--- config.mk ---
export PLATFORM = sky130hd
export DESIGN_NAME = sysfront
export DESIGN_NICKNAME = d
export VERILOG_FILES = /design/src/shared/sysfront_pkg.sv /design/src/rtl/sync2.sv /design/src/rtl/sysfront.sv
export SDC_FILE = /design/constraint.sdc
export NUM_CORES = 1
export LEC_CHECK = 0
export ABC_AREA = 1
export ABC_CLOCK_PERIOD_IN_PS = 3800
export BUFFER_PORTS_ARGS = -buffer_cell sky130_fd_sc_hd__buf_2
export CELL_PAD_IN_SITES_DETAIL_PLACEMENT = 1
export CELL_PAD_IN_SITES_GLOBAL_PLACEMENT = 1
export CORE_MARGIN = 10
export CORE_UTILIZATION = 39
export DETAILED_ROUTE_END_ITERATION = 10
export PLACE_DENSITY_LB_ADDON = 0.05
export SETUP_SLACK_MARGIN = 0.02
export SYNTH_ARGS = -nofsm -noshare
export SYNTH_HDL_FRONTEND = slang
export SYNTH_SLANG_ARGS = --single-unit
--- constraint.sdc ---
create_clock -name core_clk -period 3.8 [get_ports core_clk]
set_clock_uncertainty 0.2 [all_clocks]
set_input_delay 0.76 -clock core_clk [delete_from_list [all_inputs] [get_ports core_clk]]
set_output_delay 0.76 -clock core_clk [all_outputs]
set_load 0.05 [all_outputs]
--- src/shared/sysfront_pkg.sv ---
// Purpose: Shared constants and carriers for the reset, clock and fetch strobe front end.
// Assumes: core_clk at 10 MHz stands in for the oscillator input.
// Notes: One machine cycle is twelve oscillator periods, six phase-clock periods.
package sysfront_pkg;
  localparam int          OSC_PER_MC      = 12;
  localparam int          PH_PER_MC       = OSC_PER_MC / 2;
  localparam logic [2:0]  PH_LAST         = 3'h5;
  localparam logic [2:0]  PH_ALE_A        = 3'h0;
  localparam logic [2:0]  PH_ALE_B        = 3'h3;
  localparam logic [2:0]  PH_FETCH        = 3'h1;
  localparam int          RST_MIN_OSC     = 24;
  localparam logic [4:0]  RST_MIN_CNT     = 5'h18;
  localparam logic [4:0]  WDT_PULSE_CNT   = 5'h18;
  localparam logic [15:0] INT_ROM_LIMIT   = 16'h2000;

  // Pin-level fetch and strobe outputs.
  typedef struct packed {
    logic ale;
    logic program_fetch_strobe_n;
    logic fetch_external;
  } strobe_bus_t;
endpackage

--- src/rtl/sync2.sv ---
// Purpose: Two flip-flop synchroniser for asynchronous pin levels.
// Assumes: One clock; asynchronous active-low reset.
// Notes: The first stage is read only by the second stage.
`timescale 1ns/1ps
module sync2 #(
  parameter logic RST_VAL = 1'b0
) (
  // Clock and reset.
  input  wire logic core_clk,
  input  wire logic reset_n,
  // Level in and out.
  input  wire logic d,
  output logic      q
);
  logic meta_r;

  // Two stages clocked back to back.
  always_ff @(posedge core_clk or negedge reset_n)
  begin
    if (!reset_n)
    begin
      meta_r <= RST_VAL;
      q      <= RST_VAL;
    end
    else
    begin
      meta_r <= d;
      q      <= meta_r;
    end
  end
endmodule

--- src/rtl/sysfront.sv ---
// Purpose: Reset qualification, clock division and fetch strobes of an 8-bit controller.
// Assumes: core_clk is the oscillator input; the pins arrive asynchronously.
// Notes: The reset pin is shared: input, output and active-low output enable.
// Summary of operation
// RULE1 - The oscillator input is halved by a toggle flop before any timing uses it; the reset and watchdog counts here run on the undivided clock.
// RULE2 - The board must hold the reset pin high for 24 oscillator periods to reset the device.
// RULE3 - At power-on the board holds reset through oscillator start-up plus two machine cycles.
// RULE4 - A watchdog timer overflow drives a reset pulse out on the reset pin.
// RULE5 - The address-latch strobe pulses once every six oscillator periods.
// RULE6 - One address-latch strobe pulse is dropped in each external data memory cycle.
// RULE7 - With fetch select high, program counters below 8192 fetch from internal memory.
// RULE8 - With fetch select low, every fetch goes to external memory.
// RULE9 - The program-fetch strobe goes low for each external instruction byte read.
// RULE10 - Fetch select is sampled during reset and ignored after release.
// RULE11 - A high watchdog enable pin enables the watchdog and blocks power-down.
// RULE12 - A machine cycle is twelve oscillator periods with two strobe pulses.
`timescale 1ns/1ps
module sysfront (
  // Clock and reset.
  input  wire logic                      core_clk,
  input  wire logic                      reset_n,
  // Pins.
  input  wire logic                      reset_pin_in,
  output logic                           reset_pin_out,
  output logic                           reset_pin_oe_n,
  input  wire logic                      external_fetch_select,
  input  wire logic                      watchdog_enable_pin,
  output logic                           oscillator_output,
  // Core side.
  input  wire logic [15:0]               program_counter,
  input  wire logic                      fetch_request,
  input  wire logic                      data_access,
  input  wire logic                      watchdog_timer_overflow,
  input  wire logic                      power_down_request,
  output logic                           core_reset,
  output logic                           watchdog_active,
  output logic                           power_down_allowed,
  output logic                           phase_clk,
  output logic [2:0]                     machine_phase,
  output sysfront_pkg::strobe_bus_t      strobes
);
  typedef struct packed {
    logic       div;
    logic [2:0] phase;
    logic [4:0] rst_cnt;
    logic       in_reset;
    logic       fetch_sel;
    logic [4:0] wdt_cnt;
    sysfront_pkg::strobe_bus_t st;
  } state_t;

  state_t st_r;
  state_t st_nxt;
  logic   rst_pin_s;
  logic   fsel_s;
  logic   wden_s;
  logic   int_fetch;

  sync2 #(.RST_VAL(1'b1)) u_rst (.core_clk(core_clk), .reset_n(reset_n),
                                 .d(reset_pin_in), .q(rst_pin_s));
  sync2 #(.RST_VAL(1'b0)) u_fsel (.core_clk(core_clk), .reset_n(reset_n),
                                  .d(external_fetch_select), .q(fsel_s));
  sync2 #(.RST_VAL(1'b1)) u_wden (.core_clk(core_clk), .reset_n(reset_n),
                                  .d(watchdog_enable_pin), .q(wden_s));

  // Internal fetch only when latched select is high and below the internal limit.
  assign int_fetch = st_r.fetch_sel && (program_counter < sysfront_pkg::INT_ROM_LIMIT); // RULE7 RULE8

  // Next-state logic for divider, phases, reset and strobes.
  always_comb
  begin
    st_nxt = st_r;
    st_nxt.div = ~st_r.div; // RULE1
    if (st_r.div)
    begin
      st_nxt.phase = (st_r.phase == sysfront_pkg::PH_LAST) ? 3'h0 : st_r.phase + 3'h1; // RULE12
    end
    // Count reset pin high time in oscillator periods.
    if (rst_pin_s && st_r.wdt_cnt == 5'h00)
    begin
      if (st_r.rst_cnt != sysfront_pkg::RST_MIN_CNT)
      begin
        st_nxt.rst_cnt = st_r.rst_cnt + 5'h01; // RULE2
      end
      // The edge that completes the minimum count already enters reset.
      if (st_nxt.rst_cnt == sysfront_pkg::RST_MIN_CNT)
      begin
        st_nxt.in_reset = 1'b1; // RULE2
      end
    end
    else if (!rst_pin_s)
    begin
      st_nxt.rst_cnt  = 5'h00;
      st_nxt.in_reset = 1'b0;
    end
    if (st_r.in_reset)
    begin
      st_nxt.fetch_sel = fsel_s; // RULE10
    end
    // Watchdog overflow launches an outgoing reset pulse of two machine cycles.
    if (st_r.wdt_cnt != 5'h00)
    begin
      st_nxt.wdt_cnt  = st_r.wdt_cnt - 5'h01;
      st_nxt.in_reset = 1'b1;
    end
    else if (watchdog_timer_overflow && wden_s && !st_r.in_reset)
    begin
      st_nxt.wdt_cnt = sysfront_pkg::WDT_PULSE_CNT; // RULE4
    end
    // Strobes advance on the divided clock edge.
    if (st_r.div)
    begin
      st_nxt.st.ale = !st_r.in_reset &&
                      (st_nxt.phase == sysfront_pkg::PH_ALE_A ||
                       st_nxt.phase == sysfront_pkg::PH_ALE_B) &&
                      !(data_access && st_nxt.phase == sysfront_pkg::PH_ALE_A); // RULE5 RULE6
      st_nxt.st.fetch_external = !int_fetch;
      st_nxt.st.program_fetch_strobe_n =
        !(!st_r.in_reset && fetch_request && !int_fetch &&
          st_nxt.phase == sysfront_pkg::PH_FETCH); // RULE9
    end
  end

  // Single state register.
  always_ff @(posedge core_clk or negedge reset_n)
  begin
    if (!reset_n)
    begin
      st_r <= '{div: 1'b0, phase: 3'h0, rst_cnt: 5'h00, in_reset: 1'b1,
                fetch_sel: 1'b0, wdt_cnt: 5'h00,
                st: '{ale: 1'b0, program_fetch_strobe_n: 1'b1, fetch_external: 1'b1}};
    end
    else
    begin
      st_r <= st_nxt;
    end
  end

  // Outputs.
  assign reset_pin_out      = 1'b1;
  assign reset_pin_oe_n     = (st_r.wdt_cnt == 5'h00); // RULE4
  assign oscillator_output  = st_r.div;
  assign phase_clk          = st_r.div;
  assign machine_phase      = st_r.phase;
  assign core_reset         = st_r.in_reset;
  assign watchdog_active    = wden_s; // RULE11
  assign power_down_allowed = !wden_s && power_down_request; // RULE11
  assign strobes            = st_r.st;

  // Divider toggles every edge.
  property p_div;
    @(posedge core_clk) disable iff (!reset_n)
      $past(reset_n) |-> st_r.div != $past(st_r.div);
  endproperty
  a_div: assert property (p_div) else $error("divider failed to toggle"); // RULE1

  // A watchdog start drives the pin for at least eight clocks.
  property p_wdt;
    @(posedge core_clk) disable iff (!reset_n)
      $rose(!reset_pin_oe_n) |-> (!reset_pin_oe_n)[*8];
  endproperty
  a_wdt: assert property (p_wdt) else $error("watchdog pulse too short"); // RULE4

  // Strobe pulses stand two clocks and start at least six oscillator periods apart.
  property p_ale;
    @(posedge core_clk) disable iff (!reset_n)
      $rose(strobes.ale) |=> strobes.ale ##1 (!strobes.ale)[*4];
  endproperty
  a_ale: assert property (p_ale) else $error("strobe spacing wrong"); // RULE5

  // Fetch strobe never asserted for internal fetches.
  property p_fetch;
    @(posedge core_clk) disable iff (!reset_n)
      !strobes.program_fetch_strobe_n |-> strobes.fetch_external;
  endproperty
  a_fetch: assert property (p_fetch) else $error("fetch strobe on internal fetch"); // RULE9

  // Latched select holds outside reset.
  property p_fsel;
    @(posedge core_clk) disable iff (!reset_n)
      !st_r.in_reset && !$past(st_r.in_reset) |-> $stable(st_r.fetch_sel);
  endproperty
  a_fsel: assert property (p_fsel) else $error("fetch select changed after reset"); // RULE10

  // Power-down is blocked while the watchdog pin is high, two flops late.
  property p_pd;
    @(posedge core_clk) disable iff (!reset_n)
      power_down_allowed |-> !$past(watchdog_enable_pin, 2);
  endproperty
  a_pd: assert property (p_pd) else $error("power-down allowed wrongly"); // RULE11

  // Phase advances only once per two oscillator edges.
  property p_phase;
    @(posedge core_clk) disable iff (!reset_n)
      !$past(st_r.div) |-> $stable(st_r.phase);
  endproperty
  a_phase: assert property (p_phase) else $error("phase moved early"); // RULE12

  // External select low forces external fetch.
  property p_ext;
    @(posedge core_clk) disable iff (!reset_n)
      $past(st_r.div) && !$past(st_r.fetch_sel) |-> strobes.fetch_external;
  endproperty
  a_ext: assert property (p_ext) else $error("internal fetch with select low"); // RULE8

  // A reset pin held high for the minimum time puts the core into reset.
  property p_rst_min;
    @(posedge core_clk) disable iff (!reset_n)
      rst_pin_s && st_r.wdt_cnt == 5'h00 &&
      st_r.rst_cnt == sysfront_pkg::RST_MIN_CNT - 5'h01 |=> core_reset;
  endproperty
  a_rst_min: assert property (p_rst_min) else $error("minimum reset pulse not taken"); // RULE2

  // A driven reset pin always resets the core on the next edge.
  property p_wdt_rst;
    @(posedge core_clk) disable iff (!reset_n) !reset_pin_oe_n |=> core_reset;
  endproperty
  a_wdt_rst: assert property (p_wdt_rst) else $error("drive without core reset"); // RULE4

  // The program-fetch strobe only stands in the fetch phase.
  property p_pfs_phase;
    @(posedge core_clk) disable iff (!reset_n)
      !strobes.program_fetch_strobe_n |-> machine_phase == sysfront_pkg::PH_FETCH;
  endproperty
  a_pfs_phase: assert property (p_pfs_phase) else $error("fetch strobe off phase"); // RULE9

  // A data access drops the strobe pulse of the first strobe phase.
  property p_skip;
    @(posedge core_clk) disable iff (!reset_n)
      $past(st_r.div) && $past(data_access) && machine_phase == sysfront_pkg::PH_ALE_A
        |-> !strobes.ale;
  endproperty
  a_skip: assert property (p_skip) else $error("strobe not dropped on data access"); // RULE6
endmodule

### Yosys cells after proc, flatten, opt, wreduce, memory -nomap -nowiden

Index checks and enable logic that the tools add are counted.

* flip-flop bits (word level): 25
* bits of input ports: 25
* output and inout port bits: 13
* word-level logic and storage cells: 60

* add/sub/neg operators: 3
* order comparisons: 1
* eq/ne operators: 8
* muxes and demuxes: 10
* bitwise operators: 1
* reduce and logical (&&, ||, !) cells: 22

Operators by type and width (number)
* $mux W5: 4
* $lt A16 B14 Y1 const B: 1
* $mux W6: 2
* $logic_and A1 B1 Y1: 11
* $mux W3: 2
* $add A5 B1 Y5 const B: 1
* $eq A5 B5 Y1 const B: 1
* $logic_not A1 Y1: 5
* $logic_not A5 Y1: 1
* $ne A5 B5 Y1 const B: 1
* $reduce_bool A5 Y1: 1
* $sub A5 B1 Y5 const B: 1
* $add A3 B1 Y3 const B: 1
* $eq A3 B1 Y1 const B: 1
* $eq A3 B2 Y1 const B: 1
* $eq A3 B3 Y1 const B: 1
* $logic_not A3 Y1: 1
* $ne A3 B1 Y1 const B: 1
* $ne A3 B3 Y1 const B: 1
* $mux W1: 2
* $ne A2 B2 Y1 const B: 1
* $reduce_and A2 Y1: 1
* $reduce_bool A2 Y1: 1
* $logic_or A1 B1 Y1: 1
* $not A1 Y1: 1

### Depth between registers and ports, before layout

Gate-level depths: netlist of the first run.

* word-level depth: 7
* depth in mapped cells: 12
* depth with buffers taken out: 12

### Cells and area by module

A second synthesis of the first run with hierarchy kept.

* cell total of the unflattened synthesis: 134
* area total of the unflattened synthesis: 1191.1 µm²

By module, submodules not included
* sysfront: times used 1, cells each 128, area an instance 1036.0 µm², sequential area each 479.2 µm²
* sync2 at u_rst ...: times used 2, cells each 2, area an instance 52.6 µm², sequential area each 52.6 µm²
* sync2 at u_fsel: times used 1, cells each 2, area an instance 50.0 µm², sequential area each 50.0 µm²

### Worst setup path before layout of the first run

No wires, ideal clock.

* path type: input to output
* start point: in power_down_request
* end point: out power_down_allowed
* arrival: 1.426 ns
* required time: 2.840 ns
* setup slack: 1.414 ns
* stages: 2
* path buffers: 0
* cell sequence: inv_1 nor2_1

* longest elaborated chain between the ends: 1

RTL lines
* from (decl): RTL line sysfront.sv:34 `input wire logic power_down_request,`
* $logic_and A1 B1 Y1: RTL line sysfront.sv:147 `assign power_down_allowed = !wden_s && power_down_request;`
* to (decl): RTL line sysfront.sv:37 `output logic power_down_allowed,`

Every way passes these cells.

### Final worst setup path of the first run

* start point: reg st_r[3] in the netlist's numbering
* end point: out reset_pin_oe_n

* longest elaborated chain between the ends: 1

RTL lines
* from (decl): RTL line sysfront.sv:52 `state_t st_r;`
* from (signal assigned): RTL line sysfront.sv:129 `st_r <= '{div: 1'b0, phase: 3'h0, rst_cnt: 5'h00, in_reset: 1'b1,`
* from (signal assigned): RTL line sysfront.sv:135 `st_r <= st_nxt;`
* $logic_not A5 Y1: RTL line sysfront.sv:141 `assign reset_pin_oe_n = (st_r.wdt_cnt == 5'h00);`
* to (decl): RTL line sysfront.sv:25 `output logic reset_pin_oe_n,`

Every way passes these cells.

==> results of run 1 <==
-- registers in the layout, summed over array words and instances, names as in the netlist --
name / flops
oscillator_output: 1
strobes: 3
machine_phase: 3
core_reset: 1
u_rst.q: 1
u_fsel.meta_r: 1
u_rst.meta_r: 1
u_wden.meta_r: 1
st_r: 11
u_wden.q: 1
u_fsel.q: 1
-- cell families (layout without fill, tap and decap cells) --
| family | count (synthesis) | in the layout |
|---|---|---|
| DFF | 25 | 25 |
| xor gates and xnor gates | 2 | 2 |
| buffers and inverters | 30 | 49 |
| adders and majority gates | 4 | 4 |
| and+or+nand+nor | 57 | 57 |
| AOI/OAI and AO/OA | 14 | 14 |
| other | 1 | 1 |
-- placed cells by master (no fill, tap or decap), drive strengths merged --
| cell | count |
|---|---|
| nand2 | 29 |
| buf | 23 |
| inv | 22 |
| dfrtp | 18 |
| nor2 | 14 |
| nand3 | 7 |
| dfstp | 7 |
| o22ai | 6 |
| nor3 | 5 |
| ha | 4 |
| clkbuf | 3 |
| o21ai | 3 |
| a31oi | 2 |
| xor2 | 2 |
| o21a | 1 |
| a21oi | 1 |
| nand4 | 1 |
| or2 | 1 |
| a211oi | 1 |
| conb | 1 |
| clkinv | 1 |
-- layer usage --
layer / track usage / part of all wire / vias up
met5: 0 / 0 / -
met4: 0.0371 / 0.012 / 0
met3: 0.0352 / 0.091 / 4
met2: 0.149 / 0.43 / 23
met1: 0.119 / 0.47 / 402
li1: - / - / 447
-- metrics by stage --
step / utilization / cells
2_1_floorplan: - / 133
3_3_place_gp: 0.432 / 181
3_5_place_dp: 0.432 / 181
4_1_cts: 0.441 / 185
5_1_grt: 0.441 / 185
6_report: 0.441 / 185
-- critical path, stage by stage, from the launching register on --
cell and delay [ns]:
dfrtp_1 0.40, inv_1 0.11, ha_1 0.16, inv_1 0.07
nor3_4 0.32, buf_2 0.33
-- power by group through the flow --
stage / logic [uW] / clock network (uW) / registers [uW]
4_1_cts: 182 / 124 / 333
3_5_place_dp: 181 / 0 / 338
5_1_grt: 209 / 136 / 338
6_report: 178 / 116 / 333
3_3_place_gp: 175 / 0 / 336
2_1_floorplan: 137 / 0 / 337
-- area by class of cell --
class	count	area share
Clock buffer	3	0.0170
Clock inverter	1	0.00378
Inverter	22	0.0623
Multi-Input combinational cell	78	0.320
Sequential cell	25	0.479
Tap cell	33	0.0312
Timing Repair Buffer	23	0.0869
-- how the worst max path moves through the flow --
stage	to	slack [ns]	depth (start not counted)	from
floorplan	power_down_allowed	1.41	2	power_down_request
global placement	reset_pin_oe_n	1.48	5	st_r[3]
detailed placement	reset_pin_oe_n	1.46	5	st_r[3]
CTS	reset_pin_oe_n	1.09	5	st_r[3]
global route	reset_pin_oe_n	0.95	5	st_r[3]
finish	reset_pin_oe_n	1.13	5	st_r[3]
==> metrics.md, run 1 <==
| Metric | Value |
|---|---|
| Status | completed |
| Largest net degree at the start of global routing | 26 |
| First-pass GRT wire length | about 4300 um |
| WHS | roughly 0.16 ns |
| Synth top cells by count | nand2_1, inv_1, dfrtp_1 |
| Largest family of logic cells by synthesized area | simple AND/OR/NAND/NOR gates |
| R2r setup slk | 2.05 ns |
| Yosys warnings | 0 |
| Overall power | 627 uW |
| Synth top area cells | dfrtp_1, dfstp_2, nand2_1 |
| PD cells | 473 nW/um^2 |
| P_leak | 0.000693 uW |
| Boundary pin count | 38 |
| Hold Path Depth | 0 |
| Post-DP Area | approximately 1300 um^2 |
| Yosys top cell area share | 0.375 |
| Clk Latency, worst-skew pair | between 0.3 and 0.4 ns |
| CTS Buf Count | 3 |
| Hold EP | u_fsel.q |
| Synth Register Bits | 25 |
| Setup-failing EPs final | 0 |
| Relative slew slack | 0.626 |
| Hold Crit Start | u_fsel.meta_r |
| Max-Cap Viols | 0 |
| Maximum vdd ir drop | 0.156 mV |
| Post-CTS Setup Bufs | 0 |
| Layout cells sized above 1 | 0.289 |
| Drt total wl | 2420 um |
| Initial core utilization | 0.400 |
| CP required | 2.84 ns |
| Fin crit period | between 2 and 3 ns |
| Worst Tran Pin Value | 0.560 ns |
| RSZ-0062 raised after global routing | false |
| Clk sinks | 25 |
| Post-DP HPWL | ~2000 um |
| Grt ovf | 0 |
| Area of the multi-input gates | about 420 um^2 |
| Final ANT Viol Nets | 0 |
| Post-synthesis compound-gate area fraction | 0.0719 |
| Post-synth EDFFs | 0 |
| CP startpoint kind | register |
| GPL Wtd Cong | 0.806 |
| FMAX | 0.375 GHz |
| Count leader, synth | nand2_1 |
| Critical path arrival | approximately 1.7 ns |
| Vias per inst | 4.74 |
| Mapped Nets | 162 |
| Internal cell power | 408 uW |
| Seq pwr share | 0.531 |
| Fin worst setup slack | 1.13 ns |
| # nets final | 182 |
| Sw frac | 0.349 |
| Syn_area_per_cell | 9.03 um^2 |
| Hold Path Class | register to register |
| Combinational share of power | 0.284 |
| Iter 0 DRT Violations | 30 |
| Syn Std Cell Area | 1200 um^2 |
| Dominant synthesized flop cell | dfrtp_1 |
| Synth Area in XOR/XNOR | 0.0146 |
| CTS tree | yes |
| H-tree depth | 1 |
| Unique masters post-synth | 23 |
| Synth area leader | dfrtp_1 |
| Initial antenna violation count | 0 |
| Clk root buf | clkbuf_4 |
| Reg clk slew, reported paths | between 0.1 and 0.15 ns |
| RR Startpoint | st_r[3] |
| Switching power | 218 uW |
| Final TNS setup | 0 ns |
| Pre-antenna DRT Iters | 4 |
| Post-Syn Instances | 133 |
| Pre-CTS WS | 1.46 ns |
| Die height | 75.5 um |
| Core box area | 3000 um^2 |
| Maximum root-to-sink buffer count | 2 |
| Die Wd | 75.5 um |
| Mux share of post-synthesis cell area | 0 |
| Final hold violations | 0 |
| N_diodes | 0 |
| Cts-stage hold buffer count | 0 |
| DIE AREA | 5700 um^2 |
| Area added between synthesis and finish | 10.3% |
| Clock group share of total power | 0.185 |
| Number of port buffers | 23 |
| Cell area after layout | 1330 um^2 |
| Crit. End Element | output port |
| Vias in the first global route | ~930 |
| Cells on worst reg2reg path | 7 |
| Asr flop ratio synth | 1.00 |
| Crit path max fanout | 6 |
| Row cnt | 20 |
| Synth Area in Adders | 0.0417 |
| Fillers | between 300 and 400 |
| Global Route Usage Sum | 0.0964 |
| Synth Area in Simple Gates | 0.222 |
| Register area | 634 um^2 |
| WL per Instance | approximately 13 um |
| Max-slew violations | 0 |
| Fin crit share | 0.703 |
| Critical R2R Capture | st_r[10] |
| Post_cts resized | 0 |
| DR vias | roughly 900 |
| DRC | 0 |
| Crit Path Category | register to output port |
| Register area share after synthesis | 0.528 |
(Power assumes the default switching activity.)
==> run 2, diff against run 1 <==
--- a/config.mk
+++ b/config.mk
@@ -5,13 +5,13 @@
 export SDC_FILE = /design/constraint.sdc
 export NUM_CORES = 1
 export LEC_CHECK = 0
-export ABC_AREA = 1
-export ABC_CLOCK_PERIOD_IN_PS = 3800
+export ABC_AREA = 0
+export ABC_CLOCK_PERIOD_IN_PS = 2250
 export BUFFER_PORTS_ARGS = -buffer_cell sky130_fd_sc_hd__buf_2
 export CELL_PAD_IN_SITES_DETAIL_PLACEMENT = 1
 export CELL_PAD_IN_SITES_GLOBAL_PLACEMENT = 1
 export CORE_MARGIN = 10
-export CORE_UTILIZATION = 39
+export CORE_UTILIZATION = 34
 export DETAILED_ROUTE_END_ITERATION = 10
 export PLACE_DENSITY_LB_ADDON = 0.05
 export SETUP_SLACK_MARGIN = 0.02
==> constraint.sdc (replaced) <==
create_clock -name core_clk -period 2.25 [get_ports core_clk]
set_clock_uncertainty 0.2 [all_clocks]
set_input_delay 0.45 -clock core_clk [delete_from_list [all_inputs] [get_ports core_clk]]
set_output_delay 0.45 -clock core_clk [all_outputs]
set_load 0.05 [all_outputs]
==> run 2 against run 1 <==
  * The run now ends with negative setup slack left
  * Via count increased by 5.9%
  * Sequential cell count is the same
  * Critical path depth is the same
  * Die area is 11% higher
  * Final area increased by 12%
  * Core utilization down 0.31 points
  * Hold slack worse by 0.076 ns
  * Global-route usage is 0.64 points lower
  * Critical endpoint unchanged
  * Largest cell class unchanged
  * Largest power group unchanged
==> metrics.md, run 2 <==
| Metric | Value |
|---|---|
| Fillers | between 300 and 400 |
| Initial core utilization | 0.358 |
| Final hold violations | 0 |
| Register area share after synthesis | 0.523 |
| Count leader, synth | dfrtp_1 |
| Initial antenna violation count | 0 |
| Post-Place Cells | 176 |
| Synth Area in XOR/XNOR | 0.0289 |
| Layout cells sized above 1 | 0.349 |
| Synth Register Bits | 25 |
| Yosys top cell area share | 0.372 |
| Cell area after layout | ~1500 um^2 |
| GPL Wtd Cong | a little over 0.7 |
| Setup-failing EPs final | 1 |
| Synth Area in Simple Gates | 0.152 |
| Number of port buffers | 23 |
| PD cells | 799 nW/um^2 |
| Failing checks | negative setup slack |
| Cells on worst reg2reg path | 6 |
| Clk sinks | 25 |
| Syn Std Cell Area | 1210 um^2 |
| Synth area leader | dfrtp_1 |
| Iter 0 DRT Violations | 11 |
| Mux share of post-synthesis cell area | 0.00929 |
| Area added between synthesis and finish | 22.5% |
| Yosys warnings | 0 |
| Most frequent cells in the layout | buf_2, dfrtp_1, buf_4 |
| Post-synthesis compound-gate area fraction | 0.155 |
| RSZ-0062 raised after global routing | true |
| Syn_area_per_cell | 10.5 um^2 |
| P_leak | 0.000662 uW |
| Relative slew slack | 0.634 |
| CTS Buf Count | 3 |
| Hold Crit Start | fetch_request |
| CTS tree | yes |
| # nets final | about 180 |
| Post-synth EDFFs | 0 |
| Synth top cells by count | dfrtp_1, a21oi_1, buf_4, inv_1 |
| Max reg flops | 11 |
| Status | finished with violations |
| Most flops, register | st_r |
| Row cnt | 21 |
| Global Route Usage Sum | 0.0900 |
| Grt ovf | 0 |
| Boundary pin count | 38 |
| Max-Cap Viols | 0 |
| Maximum vdd ir drop | roughly 0.42 mV |
| CP required | 1.60 ns |
| Pre-antenna DRT Iters | 4 |
| Largest family of logic cells by synthesized area | compound AO/OA/AOI/OAI gates |
| Maximum root-to-sink buffer count | 2 |
| Drt total wl | 2740 um |
| R2r setup slk | 0.18 ns |
| Die height | 79.7 um |
| Clk root buf | clkbuf_4 |
| DRC | 0 |
| WL per Instance | 14.3 um |
| FMAX | 0.435 GHz |
| Asr flop ratio synth | 1.00 |
| Synth Area in Adders | 0.0413 |
| RR Startpoint | st_r[3] |
| DR vias | 928 |
| Hold Path Class | input pin to register |
| DIE AREA | 6350 um^2 |
| Vias in the first global route | 993 |
| Crit Path Category | register to output port |
| Unique masters post-synth | 41 |
| First-pass GRT wire length | between 4000 and 5000 um |
| N_diodes | 0 |
| Fin crit share | 1.02 |
| Critical R2R Capture | st_r[13] |
| Fin crit period | 2.30 ns |
| H-tree depth | 1 |
| Crit path max fanout | 2 |
| Crit. End Element | output port |
| Synth top area cells | dfrtp_1, dfstp_2, buf_4 |
| Largest net degree at the start of global routing | 26 |
| Final ANT Viol Nets | 0 |
| Vias per inst | 4.83 |
| CP startpoint kind | register |
| Hold EP | strobes[1] |
| Clk Latency, worst-skew pair | about 0.32 ns |
| Fin worst setup slack | -0.0466 ns |
| Hold Path Depth | 2 |
| Die Wd | between 70 and 80 um |
| Dominant synthesized flop cell | dfrtp_1 |
| Core box area | 3390 um^2 |
| Post-DP HPWL | 2010 um |
| Post-Syn Instances | 116 |
| Non-filler instance count after layout | 192 |
| Critical path arrival | roughly 1.7 ns |
| Max-slew violations | 0 |
| Worst Tran Pin Value | about 0.55 ns |
| Post-DP Area | approximately 1300 um^2 |
| Reg clk slew, reported paths | between 0.1 and 0.15 ns |
| Most common cell after layout, fill and taps aside | buf_2 |
| Mapped Nets | 145 |
[run 2: through the flow]
step	util	power [uW]	TNS [ns]	worst slack, ns	hold WS (ns)
global route	0.438	1280	-0.128	-0.128	0.0596
global placement	0.392	829	0	0.124	0.143
finish	0.438	1190	-0.0466	-0.0466	0.0877
floorplan	-	765	0	0.0994	-0.0456
CTS	0.426	1150	-0.0505	-0.0505	0.00322
detailed placement	0.392	847	0	0.105	0.144
[run 2: cells by family (layout without fill, tap and decap cells)]
group / Yosys count / count (layout)
other: 1 / 1
AND/OR/NAND/NOR: 33 / 33
AO/OA/AOI/OAI: 28 / 28
adder cells (fa/ha/maj): 4 / 4
buffers and inverters: 20 / 50
XOR/XNOR: 4 / 4
multiplexers: 1 / 1
flip-flops: 25 / 25
[run 2: report_power, final]
part,leakage [uW],internal (uW),switching (uW)
sequential,0.000302,515,56.2
combinational,0.000345,216,196
clock,0.0000150,69.4,134
total,0.000662,800,386
[run 2: timing repair]
item | 4_1_cts | 5_1_grt
endpoints found under the setup margin | 1 | 1
setup buffers | 5 | 3
pin swaps | 1 | 1
hold buffers | 2 | 2
endpoints found under the hold margin | 19 | 2
resized for setup | 10 | 0
[run 2: cell type report]
cell class	count	area [um^2]	share of cell area
Sequential cell	25	634	0.427
Multi-Input combinational cell	71	488	0.329
Timing Repair Buffer	37	240	0.162
Tap cell	46	57.6	0.0388
Inverter	9	38.8	0.0261
Clock buffer	4	26.3	0.0177
[run 2: worst max-delay path, stage by stage, from the launching register on]
cell and delay, ns:
dfrtp_1 0.41, inv_2 0.09, ha_4 0.13, or4b_4 0.49, clkinv_4 0.07, buf_8 0.14
[run 2: how the worst max path moves through the flow]
stage          startpoint  depth (start not counted)  slack (ns)             end
6_report          st_r[3]                          5       -0.05  reset_pin_oe_n
5_1_grt           st_r[3]                          5       -0.13  reset_pin_oe_n
4_1_cts           st_r[4]                          5       -0.05  reset_pin_oe_n
3_5_place_dp      st_r[3]                          5        0.10  reset_pin_oe_n
3_3_place_gp      st_r[3]                          5        0.12  reset_pin_oe_n
2_1_floorplan     st_r[3]                          5         0.1  reset_pin_oe_n
[run 2: routing by layer]
metal / up-vias / part of all wire / routed length, um / GRT usage
met5: - / 0 / 0 / 0
met4: 0 / 0.012 / 34 / 0.0376
met3: 4 / 0.086 / 235 / 0.0338
met2: 20 / 0.50 / 1380 / 0.152
met1: 448 / 0.40 / 1090 / 0.0988
li1: 456 / - / - / -
==> run 3, diff against run 2 <==
--- a/config.mk
+++ b/config.mk
@@ -6,7 +6,7 @@
 export NUM_CORES = 1
 export LEC_CHECK = 0
 export ABC_AREA = 0
-export ABC_CLOCK_PERIOD_IN_PS = 2250
+export ABC_CLOCK_PERIOD_IN_PS = 2000
 export BUFFER_PORTS_ARGS = -buffer_cell sky130_fd_sc_hd__buf_2
 export CELL_PAD_IN_SITES_DETAIL_PLACEMENT = 1
 export CELL_PAD_IN_SITES_GLOBAL_PLACEMENT = 1
==> constraint.sdc (replaced) <==
create_clock -name core_clk -period 2 [get_ports core_clk]
set_clock_uncertainty 0.2 [all_clocks]
set_input_delay 0.4 -clock core_clk [delete_from_list [all_inputs] [get_ports core_clk]]
set_output_delay 0.4 -clock core_clk [all_outputs]
set_load 0.05 [all_outputs]
==> run 3 against run 2 <==
  * The run still ends with negative setup slack left
  * Non-clock buffer count up 6
  * Highest routed layer unchanged
  * Critical path depth stayed put
  * Die area unchanged
  * Power is 21% higher
  * Clock power grew 9%
  * Largest cell class unchanged
  * Sequential share of layout area decreased by 1.9 points
==> metrics.md, run 3 (synthesis gave the netlist of run 2 again) <==
| Metric | Value |
|---|---|
| Status | finished with violations |
| Failing checks | negative setup slack |
| Reg clk slew, reported paths | ~0.13 ns |
| Post-DP Area | 1390 um^2 |
| Most flops, register | st_r |
| Iter 0 DRT Violations | 29 |
| Overall power | 1440 uW |
| RSZ-0062 raised after global routing | true |
| Setup-failing EPs final | 6 |
| Vias in the first global route | 960 |
| DR vias | 934 |
| Max-Cap Viols | 0 |
| Non-filler instance count after layout | 198 |
| Maximum root-to-sink buffer count | 2 |
| P_leak | 0.000693 uW |
| Worst Tran Pin Value | 0.553 ns |
| Cell area after layout | 1560 um^2 |
| Initial antenna violation count | 0 |
| Hold Path Depth | 2 |
| DRC | 0 |
| CP required | 1.40 ns |
| Critical path arrival | 1.65 ns |
| Global Route Usage Sum | 0.0937 |
| Row cnt | 21 |
| Maximum vdd ir drop | 0.438 mV |
| WL per Instance | 14.3 um |
| Max-slew violations | 0 |
| Crit Path Category | register to output port |
| Fin crit share | 1.13 |
| Relative slew slack | 0.631 |
| Drt total wl | 2840 um |
| Die Wd | 79.7 um |
| Core box area | 3390 um^2 |
| CTS tree | yes |
| # nets final | approximately 180 |
| CTS Buf Count | 3 |
| N_diodes | 0 |
| FMAX | between 0.4 and 0.5 GHz |
| Fin worst setup slack | -0.251 ns |
| Initial core utilization | 0.358 |
| CP startpoint kind | register |
| Final ANT Viol Nets | 0 |
| Boundary pin count | 38 |
| GPL Wtd Cong | 0.688 |
| Crit path max fanout | 2 |
| Vias per inst | 4.72 |
| First-pass GRT wire length | 4780 um |
| Cells on worst reg2reg path | 8 |
| Number of port buffers | 23 |
| DIE AREA | 6350 um^2 |
| Largest net degree at the start of global routing | 26 |
| Clk Latency, worst-skew pair | 0.31 ns |
| Max reg flops | 11 |
| Clk root buf | clkbuf_4 |
| Final hold violations | 0 |
| Clk sinks | 25 |
| Post-Place Cells | 183 |
| Die height | 79.7 um |
| Most common cell after layout, fill and taps aside | buf_2 |
| Crit. End Element | output port |
| Layout cells sized above 1 | 0.401 |
| Post-DP HPWL | around 2100 um |
| PD cells | 926 nW/um^2 |
| Hold Path Class | input pin to register |
| H-tree depth | 1 |
| Fin crit period | 2.25 ns |
| Area added between synthesis and finish | 28.3% |
| Grt ovf | 0 |
| Most frequent cells in the layout | buf_2, dfrtp_1, buf_4 |
| Pre-antenna DRT Iters | 4 |
run 3: what timing repair did:
item | in CTS | in global routing
hold buffers | 4 | 0
gates resized for setup | 11 | 5
setup buffers | 5 | 2
pin swaps | 3 | 2
endpoints found under the hold margin | 21 | 0
endpoints found under the setup margin | 8 | 7
run 3: report_power, final:
part	total (uW)	switching [uW]	internal, uW
Clock	222	145	77.8
Combinational	592	273	318
Sequential	627	47.1	580
run 3: final cells by class:
cell class	count	area (um^2)
fill	386	1830
tap	46	57.6
inverter	9	38.8
timing repair buffer	43	293
clock buffer	4	26.3
multi-input combinational	71	505
sequential	25	634
run 3: routing by layer:
metal	track usage	wire, um
met5	0	0
met4	0.0215	18
met3	0.0315	144
met2	0.156	1390
met1	0.113	1290
run 3: critical path, stage by stage (launching register included):
cell	delay, ns
dfrtp_1	0.42
inv_2	0.08
ha_4	0.13
or4b_4	0.50
clkinv_4	0.07
buf_8	0.13
run 3: per-stage QoR:
stage                     utilization  setup TNS [ns]  hold slack, ns  worst slack [ns]
after floorplan                     -               0         -0.0956            0.0447
after global placement          0.409          -0.433           0.137            -0.135
after detailed placement        0.409          -0.478           0.141            -0.136
after CTS                       0.449          -0.521          0.0346            -0.256
after global routing            0.459           -1.27          0.0182            -0.318
final                           0.459          -0.898          0.0488            -0.251
run 3: final timing paths:
kind	from	endpoint	slack [ns]
min	fetch_request	strobes[1]	0.05
min reg2reg	u_rst.meta_r	u_rst.q	0.16
max reg2reg	st_r[4]	st_r[10]	-0.23
max	st_r[4]	reset_pin_oe_n	-0.25
min in group asynchronous	reset_n	st_r[6]	0.39
max in group asynchronous	reset_n	u_rst.meta_r	0.83
